File: config.mk
export PLATFORM = sky130hd
export DESIGN_NAME = gpio4_port
export DESIGN_NICKNAME = d
export VERILOG_FILES = /design/src/gpio4_pkg.sv /design/src/gpio4_regfile.sv /design/src/gpio4_port.sv
export VERILOG_INCLUDE_DIRS = /design/src
export SDC_FILE = /design/constraint.sdc
export NUM_CORES = 1
export LEC_CHECK = 0
export BUFFER_PORTS_ARGS = -buffer_cell sky130_fd_sc_hd__buf_4
export CORE_MARGIN = 4
export CORE_UTILIZATION = 52
export CTS_CLUSTER_DIAMETER = 50
export CTS_CLUSTER_SIZE = 25
export DETAILED_ROUTE_END_ITERATION = 8
export MAX_ROUTING_LAYER = met4
export PLACE_DENSITY = 0.85
export SYNTH_ARGS = -nofsm -noshare
export SYNTH_HDL_FRONTEND = slang
export SYNTH_SLANG_ARGS = --single-unit
File: constraint.sdc
create_clock -name hclk -period 4.1 [get_ports hclk]
set_input_delay 0.615 -clock hclk [delete_from_list [all_inputs] [get_ports hclk]]
set_output_delay 0.615 -clock hclk [all_outputs]
set_load 0.02 [all_outputs]
File: src/gpio4_params.svh
// constants for the four-bit gpio port: offsets, field positions, reset values
`ifndef GPIO4_PARAMS_SVH
`define GPIO4_PARAMS_SVH
`define GPIO4_OFF_DATA 12'h000
`define GPIO4_OFF_LAT 12'h004
`define GPIO4_OFF_DIR 12'h008
`define GPIO4_OFF_ANSEL 12'h00C
`define GPIO4_OFF_ODRAIN 12'h010
`define GPIO4_OFF_SLEW 12'h014
`define GPIO4_OFF_THRESH 12'h018
`define GPIO4_OFF_PSEL 12'h01C
`define GPIO4_PIN_LSB 4
`define GPIO4_PIN_MSB 7
`define GPIO4_NPINS 4
`define GPIO4_NREGS 8
`define GPIO4_RST_DIR 4'hF
`define GPIO4_RST_ANSEL 4'hF
`define GPIO4_RST_ZERO 4'h0
`define GPIO4_HTRANS_NONSEQ 2'h2
`define GPIO4_HSIZE_WORD 3'h2
`endif

File: src/gpio4_pkg.sv
// types shared by the four-bit gpio port
package gpio4_pkg;
    typedef logic [3:0] gpio4_nib_t;
    typedef struct packed {
        logic [3:0] out_val;
        logic [3:0] out_en;
        logic [3:0] slew_lim;
        logic [3:0] ana_en;
    } gpio4_pad_s;
    typedef enum logic [0:0] {
        GPIO4_IDLE = 1'b0,
        GPIO4_DATA = 1'b1
    } gpio4_phase_e;
endpackage : gpio4_pkg

File: src/gpio4_regfile.sv
// small register store for the four-bit configuration words
`timescale 1ns/1ps
`default_nettype none
`include "gpio4_params.svh"
module gpio4_regfile
    import gpio4_pkg::*;
(
    input wire logic hclk,
    input wire logic hresetn,
    input wire logic we,
    input wire logic [2:0] waddr,
    input wire logic [3:0] wdata,
    input wire logic [2:0] raddr,
    output logic [3:0] rdata_q
);
    logic [3:0] mem_q [0:7];

    always_ff @(posedge hclk or negedge hresetn)
    begin
        if (!hresetn)
        begin
            for (int i = 0; i < 8; i++)
            begin
                // direction and analog words leave reset set, as their registers do
                mem_q[i] <= (i == (`GPIO4_OFF_DIR >> 2)) ? `GPIO4_RST_DIR
                          : (i == (`GPIO4_OFF_ANSEL >> 2)) ? `GPIO4_RST_ANSEL : 4'h0;
            end
        end
        else if (we)
        begin
            mem_q[waddr] <= wdata;
        end
    end

    always_ff @(posedge hclk or negedge hresetn)
    begin
        if (!hresetn)
        begin
            rdata_q <= 4'h0;
        end
        else
        begin
            rdata_q <= mem_q[raddr];
        end
    end
endmodule : gpio4_regfile
`default_nettype wire

File: src/gpio4_port.sv
// four-bit bidirectional gpio port with ahb-lite register access
// Functional notes
// - four pins, each input or output
// - direction one tristates pin as input
// - direction zero drives pin from latch
// - data read gives pins, write hits latch
// - port writes load write data straight into latch
// - direction still controls driver in analog
// - analog select makes digital reads zero
// - per-pin open-drain: sink only when set
// - per-pin slew limit select
// - threshold select governs digital read
// - analog select leaves digital output alone
// - reset sets every analog select bit
// - output source is latch where periph_sel is zero
// - analog functions connect only when selected
// - pins at bits 7..4, rest zero
// - direction bits reset to one
`timescale 1ns/1ps
`default_nettype none
`include "gpio4_params.svh"
module gpio4_port
    import gpio4_pkg::*;
(
    input wire logic hclk,
    input wire logic hresetn,
    input wire logic hsel,
    input wire logic [11:0] haddr,
    input wire logic [1:0] htrans,
    input wire logic hwrite,
    input wire logic [2:0] hsize,
    input wire logic [31:0] hwdata,
    input wire logic hready,
    output logic [31:0] hrdata,
    output logic hreadyout,
    output logic hresp,
    input wire logic [3:0] pin_in_ttl,
    input wire logic [3:0] pin_in_st,
    output logic [3:0] pin_out,
    output logic [3:0] pin_oe,
    output logic [3:0] pin_slew_lim,
    output logic [3:0] pin_ana_en,
    output logic [3:0] pin_dig_in,
    input wire logic [3:0] periph_out,
    input wire logic [3:0] periph_sel
);
    logic [3:0] output_latch_q;
    logic [3:0] direction_bits_q;
    logic [3:0] analog_select_q;
    logic [3:0] open_drain_select_q;
    logic [3:0] slew_limit_select_q;
    logic [3:0] input_threshold_select_q;
    logic [3:0] output_latch_d;
    logic [3:0] direction_bits_d;
    logic [3:0] analog_select_d;
    logic [3:0] open_drain_select_d;
    logic [3:0] slew_limit_select_d;
    logic [3:0] input_threshold_select_d;
    logic rf_we;
    logic [3:0] pin_sample_q;
    gpio4_phase_e phase_q;
    logic [11:0] addr_q;
    logic wr_q;
    logic [31:0] hrdata_q;
    gpio4_pad_s pad_q;
    gpio4_pad_s pad_d;
    logic [3:0] pin_dig_in_q;
    logic [3:0] thresh_level;
    logic [3:0] dig_read;
    logic [3:0] wdat;
    logic [3:0] src_val;
    logic addr_take;
    logic wr_data;
    logic [3:0] rf_rdata;

    function automatic logic [31:0] place_nib(input logic [3:0] n);
        place_nib = {24'h000000, n, 4'h0};
    endfunction : place_nib

    function automatic logic [3:0] hit(input logic [11:0] a, input logic [11:0] off);
        hit = (a == off) ? 4'hF : 4'h0;
    endfunction : hit

    // bits that a landing write replaces in the register at off
    function automatic logic [3:0] wr_mask(input logic en, input logic [11:0] a,
        input logic [11:0] off);
        wr_mask = en ? hit(a, off) : 4'h0;
    endfunction : wr_mask

    function automatic logic [3:0] merge(input logic [3:0] cur, input logic [3:0] nv,
        input logic [3:0] m);
        merge = (nv & m) | (cur & ~m);
    endfunction : merge

    // threshold select picks which comparator feeds the digital path
    assign thresh_level = (input_threshold_select_q & pin_in_st)
                        | (~input_threshold_select_q & pin_in_ttl);
    assign dig_read = pin_sample_q & ~analog_select_q;
    assign wdat = hwdata[`GPIO4_PIN_MSB:`GPIO4_PIN_LSB];
    assign addr_take = hsel && hready && htrans == `GPIO4_HTRANS_NONSEQ;
    assign wr_data = (phase_q == GPIO4_DATA) && wr_q;

    // next values feed the registers and the read mux alike, so a read whose address
    // phase overlaps a write's data phase already returns the new word
    assign output_latch_d = (wr_data && (addr_q == `GPIO4_OFF_DATA
                                         || addr_q == `GPIO4_OFF_LAT)) ? wdat
                          : output_latch_q;
    assign direction_bits_d = merge(direction_bits_q, wdat,
                                    wr_mask(wr_data, addr_q, `GPIO4_OFF_DIR));
    assign analog_select_d = merge(analog_select_q, wdat,
                                   wr_mask(wr_data, addr_q, `GPIO4_OFF_ANSEL));
    assign open_drain_select_d = merge(open_drain_select_q, wdat,
                                       wr_mask(wr_data, addr_q, `GPIO4_OFF_ODRAIN));
    assign slew_limit_select_d = merge(slew_limit_select_q, wdat,
                                       wr_mask(wr_data, addr_q, `GPIO4_OFF_SLEW));
    assign input_threshold_select_d = merge(input_threshold_select_q, wdat,
                                            wr_mask(wr_data, addr_q, `GPIO4_OFF_THRESH));
    // the shadow store keeps every aligned word written inside the map
    assign rf_we = wr_data && addr_q[11:5] == 7'h00 && addr_q[1:0] == 2'h0;

    always_ff @(posedge hclk or negedge hresetn)
    begin
        if (!hresetn)
        begin
            pin_sample_q <= `GPIO4_RST_ZERO;
        end
        else
        begin
            pin_sample_q <= thresh_level;
        end
    end

    always_ff @(posedge hclk or negedge hresetn)
    begin
        if (!hresetn)
        begin
            phase_q <= GPIO4_IDLE;
            addr_q <= 12'h000;
            wr_q <= 1'b0;
        end
        else
        begin
            case (phase_q)
                GPIO4_IDLE:
                begin
                    if (addr_take)
                    begin
                        phase_q <= GPIO4_DATA;
                        addr_q <= haddr;
                        wr_q <= hwrite;
                    end
                end
                GPIO4_DATA:
                begin
                    phase_q <= addr_take ? GPIO4_DATA : GPIO4_IDLE;
                    if (addr_take)
                    begin
                        addr_q <= haddr;
                        wr_q <= hwrite;
                    end
                end
                default:
                begin
                    phase_q <= GPIO4_IDLE;
                end
            endcase
        end
    end

    // data and latch offsets share the latch; non-written bits keep latch value
    always_ff @(posedge hclk or negedge hresetn)
    begin
        if (!hresetn)
        begin
            output_latch_q <= `GPIO4_RST_ZERO;
        end
        else
        begin
            output_latch_q <= output_latch_d;
        end
    end

    always_ff @(posedge hclk or negedge hresetn)
    begin
        if (!hresetn)
        begin
            direction_bits_q <= `GPIO4_RST_DIR;
            analog_select_q <= `GPIO4_RST_ANSEL;
            open_drain_select_q <= `GPIO4_RST_ZERO;
            slew_limit_select_q <= `GPIO4_RST_ZERO;
            input_threshold_select_q <= `GPIO4_RST_ZERO;
        end
        else
        begin
            direction_bits_q <= direction_bits_d;
            analog_select_q <= analog_select_d;
            open_drain_select_q <= open_drain_select_d;
            slew_limit_select_q <= slew_limit_select_d;
            input_threshold_select_q <= input_threshold_select_d;
        end
    end

    // shadow copy of written words, cross-checked against the readback below
    gpio4_regfile u_rf (
        .hclk(hclk),
        .hresetn(hresetn),
        .we(rf_we),
        .waddr(addr_q[4:2]),
        .wdata(wdat),
        .raddr(haddr[4:2]),
        .rdata_q(rf_rdata)
    );

    always_ff @(posedge hclk or negedge hresetn)
    begin
        if (!hresetn)
        begin
            hrdata_q <= 32'h00000000;
        end
        else if (addr_take && !hwrite)
        begin
            case (haddr)
                `GPIO4_OFF_DATA: hrdata_q <= place_nib(dig_read);
                `GPIO4_OFF_LAT: hrdata_q <= place_nib(output_latch_d);
                `GPIO4_OFF_DIR: hrdata_q <= place_nib(direction_bits_d);
                `GPIO4_OFF_ANSEL: hrdata_q <= place_nib(analog_select_d);
                `GPIO4_OFF_ODRAIN: hrdata_q <= place_nib(open_drain_select_d);
                `GPIO4_OFF_SLEW: hrdata_q <= place_nib(slew_limit_select_d);
                `GPIO4_OFF_THRESH: hrdata_q <= place_nib(input_threshold_select_d);
                `GPIO4_OFF_PSEL: hrdata_q <= place_nib(periph_sel);
                default: hrdata_q <= 32'h00000000;
            endcase
        end
    end

    assign hrdata = hrdata_q;
    assign hreadyout = 1'b1;
    assign hresp = 1'b0;

    // pad drive: direction owns the driver regardless of analog mode
    always_comb
    begin
        src_val = (periph_sel & periph_out) | (~periph_sel & output_latch_q);
        pad_d.out_val = src_val & ~open_drain_select_q;
        pad_d.out_en = ~direction_bits_q
                     & (~open_drain_select_q | ~src_val);
        pad_d.slew_lim = slew_limit_select_q;
        pad_d.ana_en = analog_select_q;
    end

    always_ff @(posedge hclk or negedge hresetn)
    begin
        if (!hresetn)
        begin
            pad_q <= '{out_val: 4'h0, out_en: 4'h0, slew_lim: 4'h0, ana_en: `GPIO4_RST_ANSEL};
            pin_dig_in_q <= `GPIO4_RST_ZERO;
        end
        else
        begin
            pad_q <= pad_d;
            pin_dig_in_q <= dig_read;
        end
    end

    assign pin_out = pad_q.out_val;
    assign pin_oe = pad_q.out_en;
    assign pin_slew_lim = pad_q.slew_lim;
    assign pin_ana_en = pad_q.ana_en;
    assign pin_dig_in = pin_dig_in_q;

    property p_dir_reset;
        @(posedge hclk) $rose(hresetn) |-> direction_bits_q == 4'hF && analog_select_q == 4'hF;
    endproperty
    a_dir_reset: assert property (p_dir_reset) else $error("config not at reset value");

    property p_input_tristate;
        @(posedge hclk) disable iff (!hresetn)
            (&direction_bits_q) ##1 (&direction_bits_q) |-> pin_oe == 4'h0;
    endproperty
    a_input_tristate: assert property (p_input_tristate) else $error("input pin driven");

    property p_output_drive;
        @(posedge hclk) disable iff (!hresetn)
            (direction_bits_q == 4'h0 && open_drain_select_q == 4'h0 && periph_sel == 4'h0)
            |=> pin_oe == 4'hF && pin_out == $past(output_latch_q);
    endproperty
    a_output_drive: assert property (p_output_drive) else $error("output not latch");

    property p_write_latch;
        @(posedge hclk) disable iff (!hresetn)
            wr_data && addr_q == `GPIO4_OFF_DATA |=> output_latch_q == $past(hwdata[7:4]);
    endproperty
    a_write_latch: assert property (p_write_latch) else $error("data write missed latch");

    property p_analog_zero;
        @(posedge hclk) disable iff (!hresetn)
            (&analog_select_q) |=> pin_dig_in == 4'h0;
    endproperty
    a_analog_zero: assert property (p_analog_zero) else $error("analog pin read nonzero");

    property p_od_high_release;
        @(posedge hclk) disable iff (!hresetn)
            1'b1 |=> (pin_out & $past(open_drain_select_q)) == 4'h0
                     && (pin_oe & $past(open_drain_select_q & output_latch_q
                                        & ~periph_sel)) == 4'h0;
    endproperty
    a_od_high_release: assert property (p_od_high_release) else $error("open drain sourced");

    property p_slew;
        @(posedge hclk) disable iff (!hresetn) 1'b1 |=> pin_slew_lim == $past(slew_limit_select_q);
    endproperty
    a_slew: assert property (p_slew) else $error("slew not followed");

    property p_read_zero_low;
        @(posedge hclk) disable iff (!hresetn)
            addr_take && !hwrite |=> hrdata[3:0] == 4'h0 && hrdata[31:8] == 24'h000000;
    endproperty
    a_read_zero_low: assert property (p_read_zero_low) else $error("unused bits nonzero");

    property p_ana_en;
        @(posedge hclk) disable iff (!hresetn) 1'b1 |=> pin_ana_en == $past(analog_select_q);
    endproperty
    a_ana_en: assert property (p_ana_en) else $error("analog enable wrong");

    // a read that overlaps a write data phase is left out: the shadow answers late there
    property p_shadow_read;
        @(posedge hclk) disable iff (!hresetn)
            phase_q == GPIO4_DATA && !wr_q && !$past(wr_data)
            && addr_q inside {`GPIO4_OFF_DIR, `GPIO4_OFF_ANSEL, `GPIO4_OFF_ODRAIN,
                              `GPIO4_OFF_SLEW, `GPIO4_OFF_THRESH}
            |-> hrdata[7:4] == rf_rdata;
    endproperty
    a_shadow_read: assert property (p_shadow_read) else $error("shadow mismatch");

    property p_dir_owns;
        @(posedge hclk) disable iff (!hresetn)
            1'b1 |=> (pin_oe & $past(direction_bits_q)) == 4'h0;
    endproperty
    a_dir_owns: assert property (p_dir_owns) else $error("input pin driven");

    property p_psel_source;
        @(posedge hclk) disable iff (!hresetn)
            periph_sel == 4'hF && open_drain_select_q == 4'h0 |=> pin_out == $past(periph_out);
    endproperty
    a_psel_source: assert property (p_psel_source) else $error("source not followed");

    c_write: cover property (@(posedge hclk) wr_data);
    c_periph: cover property (@(posedge hclk) periph_sel != 4'h0 && pin_oe != 4'h0);
    c_analog_drive: cover property (@(posedge hclk) analog_select_q != 4'h0 && pin_oe != 4'h0);
    c_read: cover property (@(posedge hclk) addr_take && !hwrite);
    c_drive: cover property (@(posedge hclk) pin_oe != 4'h0);
endmodule : gpio4_port
`default_nettype wire

Word-level counts from Yosys, hierarchy flattened:

Cells that the tools add are included.
W data, S select, Z words.

* bits in registers: 94

* bitwise logic cells: 36
* multiplexer cells: 15
* equality and inequality tests: 14
* reductions and logical operators: 9

Operator list (count)
* $eq A12 B5 Y1 const B: 7
* $and A4 B4 Y4: 17
* $pmux W8 S8: 1
* $eq A12 B4 Y1 const B: 4
* $mux W4: 11
* $not A4 Y4: 11
* $or A4 B4 Y4: 8
* $eq A12 B3 Y1 const B: 2
* $logic_not A12 Y1: 2
* $mux W12: 1
* $logic_and A1 B1 Y1: 5
* $eq A2 B2 Y1 const B: 1
* $mux W1: 2
* $logic_not A1 Y1: 1
* $logic_or A1 B1 Y1: 1

Longest topological paths before layout:

* word-level depth: 7
* mapped depth: 6
* mapped depth without buffers: 6

Worst setup path after synthesis:

OpenSTA, ideal clock, no wires.

* path kind: register to register
* start: register addr_q[9]
* end: register hrdata_q[6] (netlist: hrdata[6])
* cell stages (with the launch flop): 7
* data required time: 3.957 ns
* setup slack: 1.623 ns
* setup time: 0.143 ns
* data arrival time: 2.334 ns
* path through: dfrtp_1 -> or4_4 -> nor4_4 -> mux2_4 -> a22o_1 -> a2111oi_4 -> a41oi_2

* longest elaborated chain between the ends: 7
* elaborated cells between the ends (all ways): 41
* classes of those cells: eq/ne (6); mux (12); bitwise (20); reduce/logical (3)

RTL lines
* from (decl): line gpio4_port.sv:62 `logic [11:0] addr_q;`
* from (signal assigned): line gpio4_port.sv:149 `addr_q <= haddr;`
* from (signal assigned): line gpio4_port.sv:158 `addr_q <= haddr;`
* $eq A12 B4 Y1 *: line gpio4_port.sv:81 `hit = (a == off) ? 4'hF : 4'h0;`
* $mux W4 *: line gpio4_port.sv:81
* $mux W4 *: line gpio4_port.sv:87 `wr_mask = en ? hit(a, off) : 4'h0;`
* $not A4 Y4: line gpio4_port.sv:92 `merge = (nv & m) | (cur & ~m);`
* $and A4 B4 Y4: line gpio4_port.sv:92
* $or A4 B4 Y4 *: line gpio4_port.sv:92
* via analog_select_d[2]: line gpio4_port.sv:55 `logic [3:0] analog_select_d;`
* $pmux W8 S8 *: line gpio4_port.sv:222 `case (haddr)`
* to (signal assigned): line gpio4_port.sv:223 `` `GPIO4_OFF_DATA: hrdata_q <= place_nib(dig_read); ``
* to (signal assigned): line gpio4_port.sv:224 `` `GPIO4_OFF_LAT: hrdata_q <= place_nib(output_latch_d); ``
* to (signal assigned): line gpio4_port.sv:225 `` `GPIO4_OFF_DIR: hrdata_q <= place_nib(direction_bits_d); ``
* to (decl): line gpio4_port.sv:64 `logic [31:0] hrdata_q;`

Mark *: on every way through the listed nets, which the timed path passes. The rest lies on a longest branch.
A chain may end at the register's enable or synchronous reset.

Final worst setup path:

Same ends and word-level chain as after synthesis.

==> flow_summary.toml <==
[critical_path]
r2r_end = "hrdata[6]"
ff2ff_path_depth = 6
crit_type = "flop to flop"
cp.required_ns = 4.31
start_kind = "flop"
r2r_slack_ns = 1.40
rr_startpoint = "addr_q[9]"
critPathMaxFanout = 4
cp-end-kind = "flop"
crit_arrival_ns = 2.91

[synthesis]
synth-edff-count = 0
synthArstFlopShare_pct = 100
syn_inst = 258
synth_top_family_by_area = "simple AND/OR/NAND/NOR gates"
synthSimpleGateAreaFrac_pct = 19.1
synth_xor_area_share_pct = 0
synthAdderAreaFrac_pct = 0
yosysSeqAreaShare_pct = 53.3
synth_ff_type = "dfrtp_1"
synth_mux_area_share_pct = 12.3
syn-cell-area_mm2 = 0.00313
synth_compound_area_share_pct = 7.52
ys_seq_elements = 66
yosysWarnings = 0
syn_avg_cell_area_um2 = 12.1
ys_types = 41

[min_path]
hp-class = "primary input to async pin"

[run]
drv_cap = 0

[power_and_ir_drop]
total_power_w = 0.00147
pwr-share-comb_pct = 13.1
p_per_area_mw_per_mm2 = 391
p_leak_nw = 1.79
intPower_w = 0.00108
p_seq_share_pct = 50.3
pwr-share-clk_pct = 36.6
ir_drop_mv = 0.195
swShare_pct = 26.6
p_switching_w = 0.000391

[finish]
nets = 398
area_delta_synth_final_pct = 20.2
drive_above_1_share_pct = 41.7
seq_area_mm2 = 0.00167
num_antenna_cells = 0
fillers = 448
multiInputGateArea_mm2 = 0.00133

[die]
io_pins = 124
start_util_pct = 55.1
die_w_um = 85.6
dieArea_mm2 = 0.00732
core-area_mm2 = 0.00568
row_count = 27
fp.dieH_um = 85.6

[grt]
grt_antenna_before_repair = 0
grt_pass1_wl_mm = 10.7
grt_overflow = 0
grt_use_total_pct = 19.5
grt_pass1_vias = 2195
grt_max_degree = 67

[clock_tree]
h-tree-depth = 3
clk_pin_slew_ns = 0.07
cts_setup_buffers = 0
cts_tree = "done"
clock_latency_ns = 0.35
cts_buffers = 9
cts.sinks = 66
hold_buffers = 0
cts_resized = 0
clockBufferDepth = 2
cts_root_buffer = "clkbuf_8"

[place]
dp_hpwl_mm = 4.90
dp_slack_ns = 1.40
gp_congestion = 0.923
portBuffers = 62

[detailed_routing]
routed_wirelength_mm = 6.59
final_antenna_net_count = 0
wl_met3_um = 505
drc = 0
drt_iter0_drc = 183
vias = 2123
wl_met1_mm = 2.72
routed-wl-met2_mm = 3.21
dr.pass1.iters = 4
avgViaCountPerCell = 5.24
post_drt_wl_per_cell_um = 16.3
top_layer = "met4"

[sta]
setup_viol = 0
slew_viol_final = 0
fin_crit_sh_pct = 65.9
max_clock_freq_ghz = 0.370
worst-slew-pin-transition_ns = 0.781
period_needed_ns = 2.70
fin_tns_setup_ns = 0
final.setup_skew_ns = 0.00947
finalHoldViolations = 0
hold_slack_ns = 0.330
slew_headroom_pct = 47.9
worst_slack_ns = 1.40
rsz0062_at_grt = "false"

[outcome]
outcome = "complete, no violations"
-- through the flow --
| step | util (%) | cells | area [um2] |
|---|---|---|---|
| 4_1_cts | 66.2 | 405 | 3760 |
| 5_1_grt | 66.2 | 405 | 3760 |
| 6_report | 66.2 | 405 | 3760 |
| 3_5_place_dp | 62.8 | 389 | 3560 |
| 2_1_floorplan | - | 286 | 3230 |
| 3_3_place_gp | 62.8 | 389 | 3560 |
-- cells by family after synthesis --
group | after synthesis
AND/OR/NAND/NOR | 101
buffers and inverters | 33
AO/OA/AOI/OAI | 24
flip-flops | 66
multiplexers | 32
other | 2
-- power by group through the flow --
stage | clock network, W | logic (W) | registers (W)
finish | 0.000538 | 0.000193 | 0.000739
global route | 0.000576 | 0.000210 | 0.000744
CTS | 0.000545 | 0.000194 | 0.000738
detailed placement | 0 | 0.000193 | 0.000748
global placement | 0 | 0.000187 | 0.000745
floorplan | 0 | 0.000125 | 0.000751
-- Yosys cell counts (3+ instances only) --
master | number | area, um2
dfrtp_1 | 54 | 1350
nand2_1 | 50 | 188
buf_4 | 30 | 225
mux2_2 | 24 | 270
nor2b_1 | 13 | 81.3
dfstp_2 | 12 | 315
and3_1 | 7 | 43.8
mux2_4 | 7 | 105
a21oi_1 | 6 | 30.0
a22o_1 | 6 | 52.6
nor2_1 | 6 | 22.5
a22oi_1 | 3 | 22.5
a41oi_2 | 3 | 48.8
nor4_4 | 3 | 63.8
or4_4 | 3 | 33.8
-- registers in the layout, summed over array words and instances, names as in the netlist --
| name | count |
|---|---|
| pin_out | 4 |
| pin_dig_in | 4 |
| pin_oe | 4 |
| open_drain_select_q | 4 |
| output_latch_q | 4 |
| pin_slew_lim | 4 |
| pin_sample_q | 4 |
| phase_q | 1 |
| direction_bits_q | 4 |
| analog_select_q | 4 |
| slew_limit_select_q | 4 |
| pin_ana_en | 4 |
| hrdata | 4 |
| addr_q | 12 |
| wr_q | 1 |
| input_threshold_select_q | 4 |
-- placed cells by master (no fill, tap or decap), types with 2 or more instances in the layout --
cell,synthesis,routed
buf_4,30,63
dfrtp_1,54,54
nand2_1,50,50
conb_1,2,30
mux2_2,24,24
nor2b_1,13,13
dfstp_2,12,12
clkbuf_8,0,10
mux2_4,7,7
and3_1,7,7
a21oi_1,6,6
nor2_1,6,6
a22o_1,6,6
or4_4,3,3
nor4_4,3,3
a22oi_1,3,3
a41oi_2,3,3
nand4_1,2,2
nor3_1,2,2
nand2b_1,2,2
a2111oi_2,2,2
clkbuf_1,1,2
-- worst max-delay path: stages (launching register included) --
cell	delay, ns
dfrtp_1	0.41
or4_4	0.59
nor4_4	0.50
mux2_4	0.36
a22o_1	0.24
a2111oi_4	0.33
a41oi_2	0.13
-- per-layer routing --
layer	up-vias	global-route usage, %
met5	-	-
met4	0	11.1
met3	13	3.65
met2	91	29.6
met1	1030	24.6
li1	989	-
-- worst max path at each step --
stage               startpoint  depth (start not counted)  slack (ns)         to
floorplan            addr_q[9]                          6        1.62  hrdata[6]
global route         addr_q[5]                          6        1.31  hrdata[6]
CTS                  addr_q[9]                          6        1.39  hrdata[6]
global placement      haddr[7]                          7        1.47  hrdata[6]
detailed placement   addr_q[9]                          6        1.40  hrdata[6]
finish               addr_q[9]                          6        1.40  hrdata[6]
-- final cells by class --
type | count | share of cell area (%)
Sequential cell | 66 | 44.3
Multi-Input combinational cell | 187 | 35.4
Timing Repair Buffer | 63 | 12.6
Clock buffer | 12 | 3.86
Tap cell | 72 | 2.40
Clock inverter | 4 | 1.36
Inverter | 1 | 0.0998
Power figures use the tool's default switching activity.
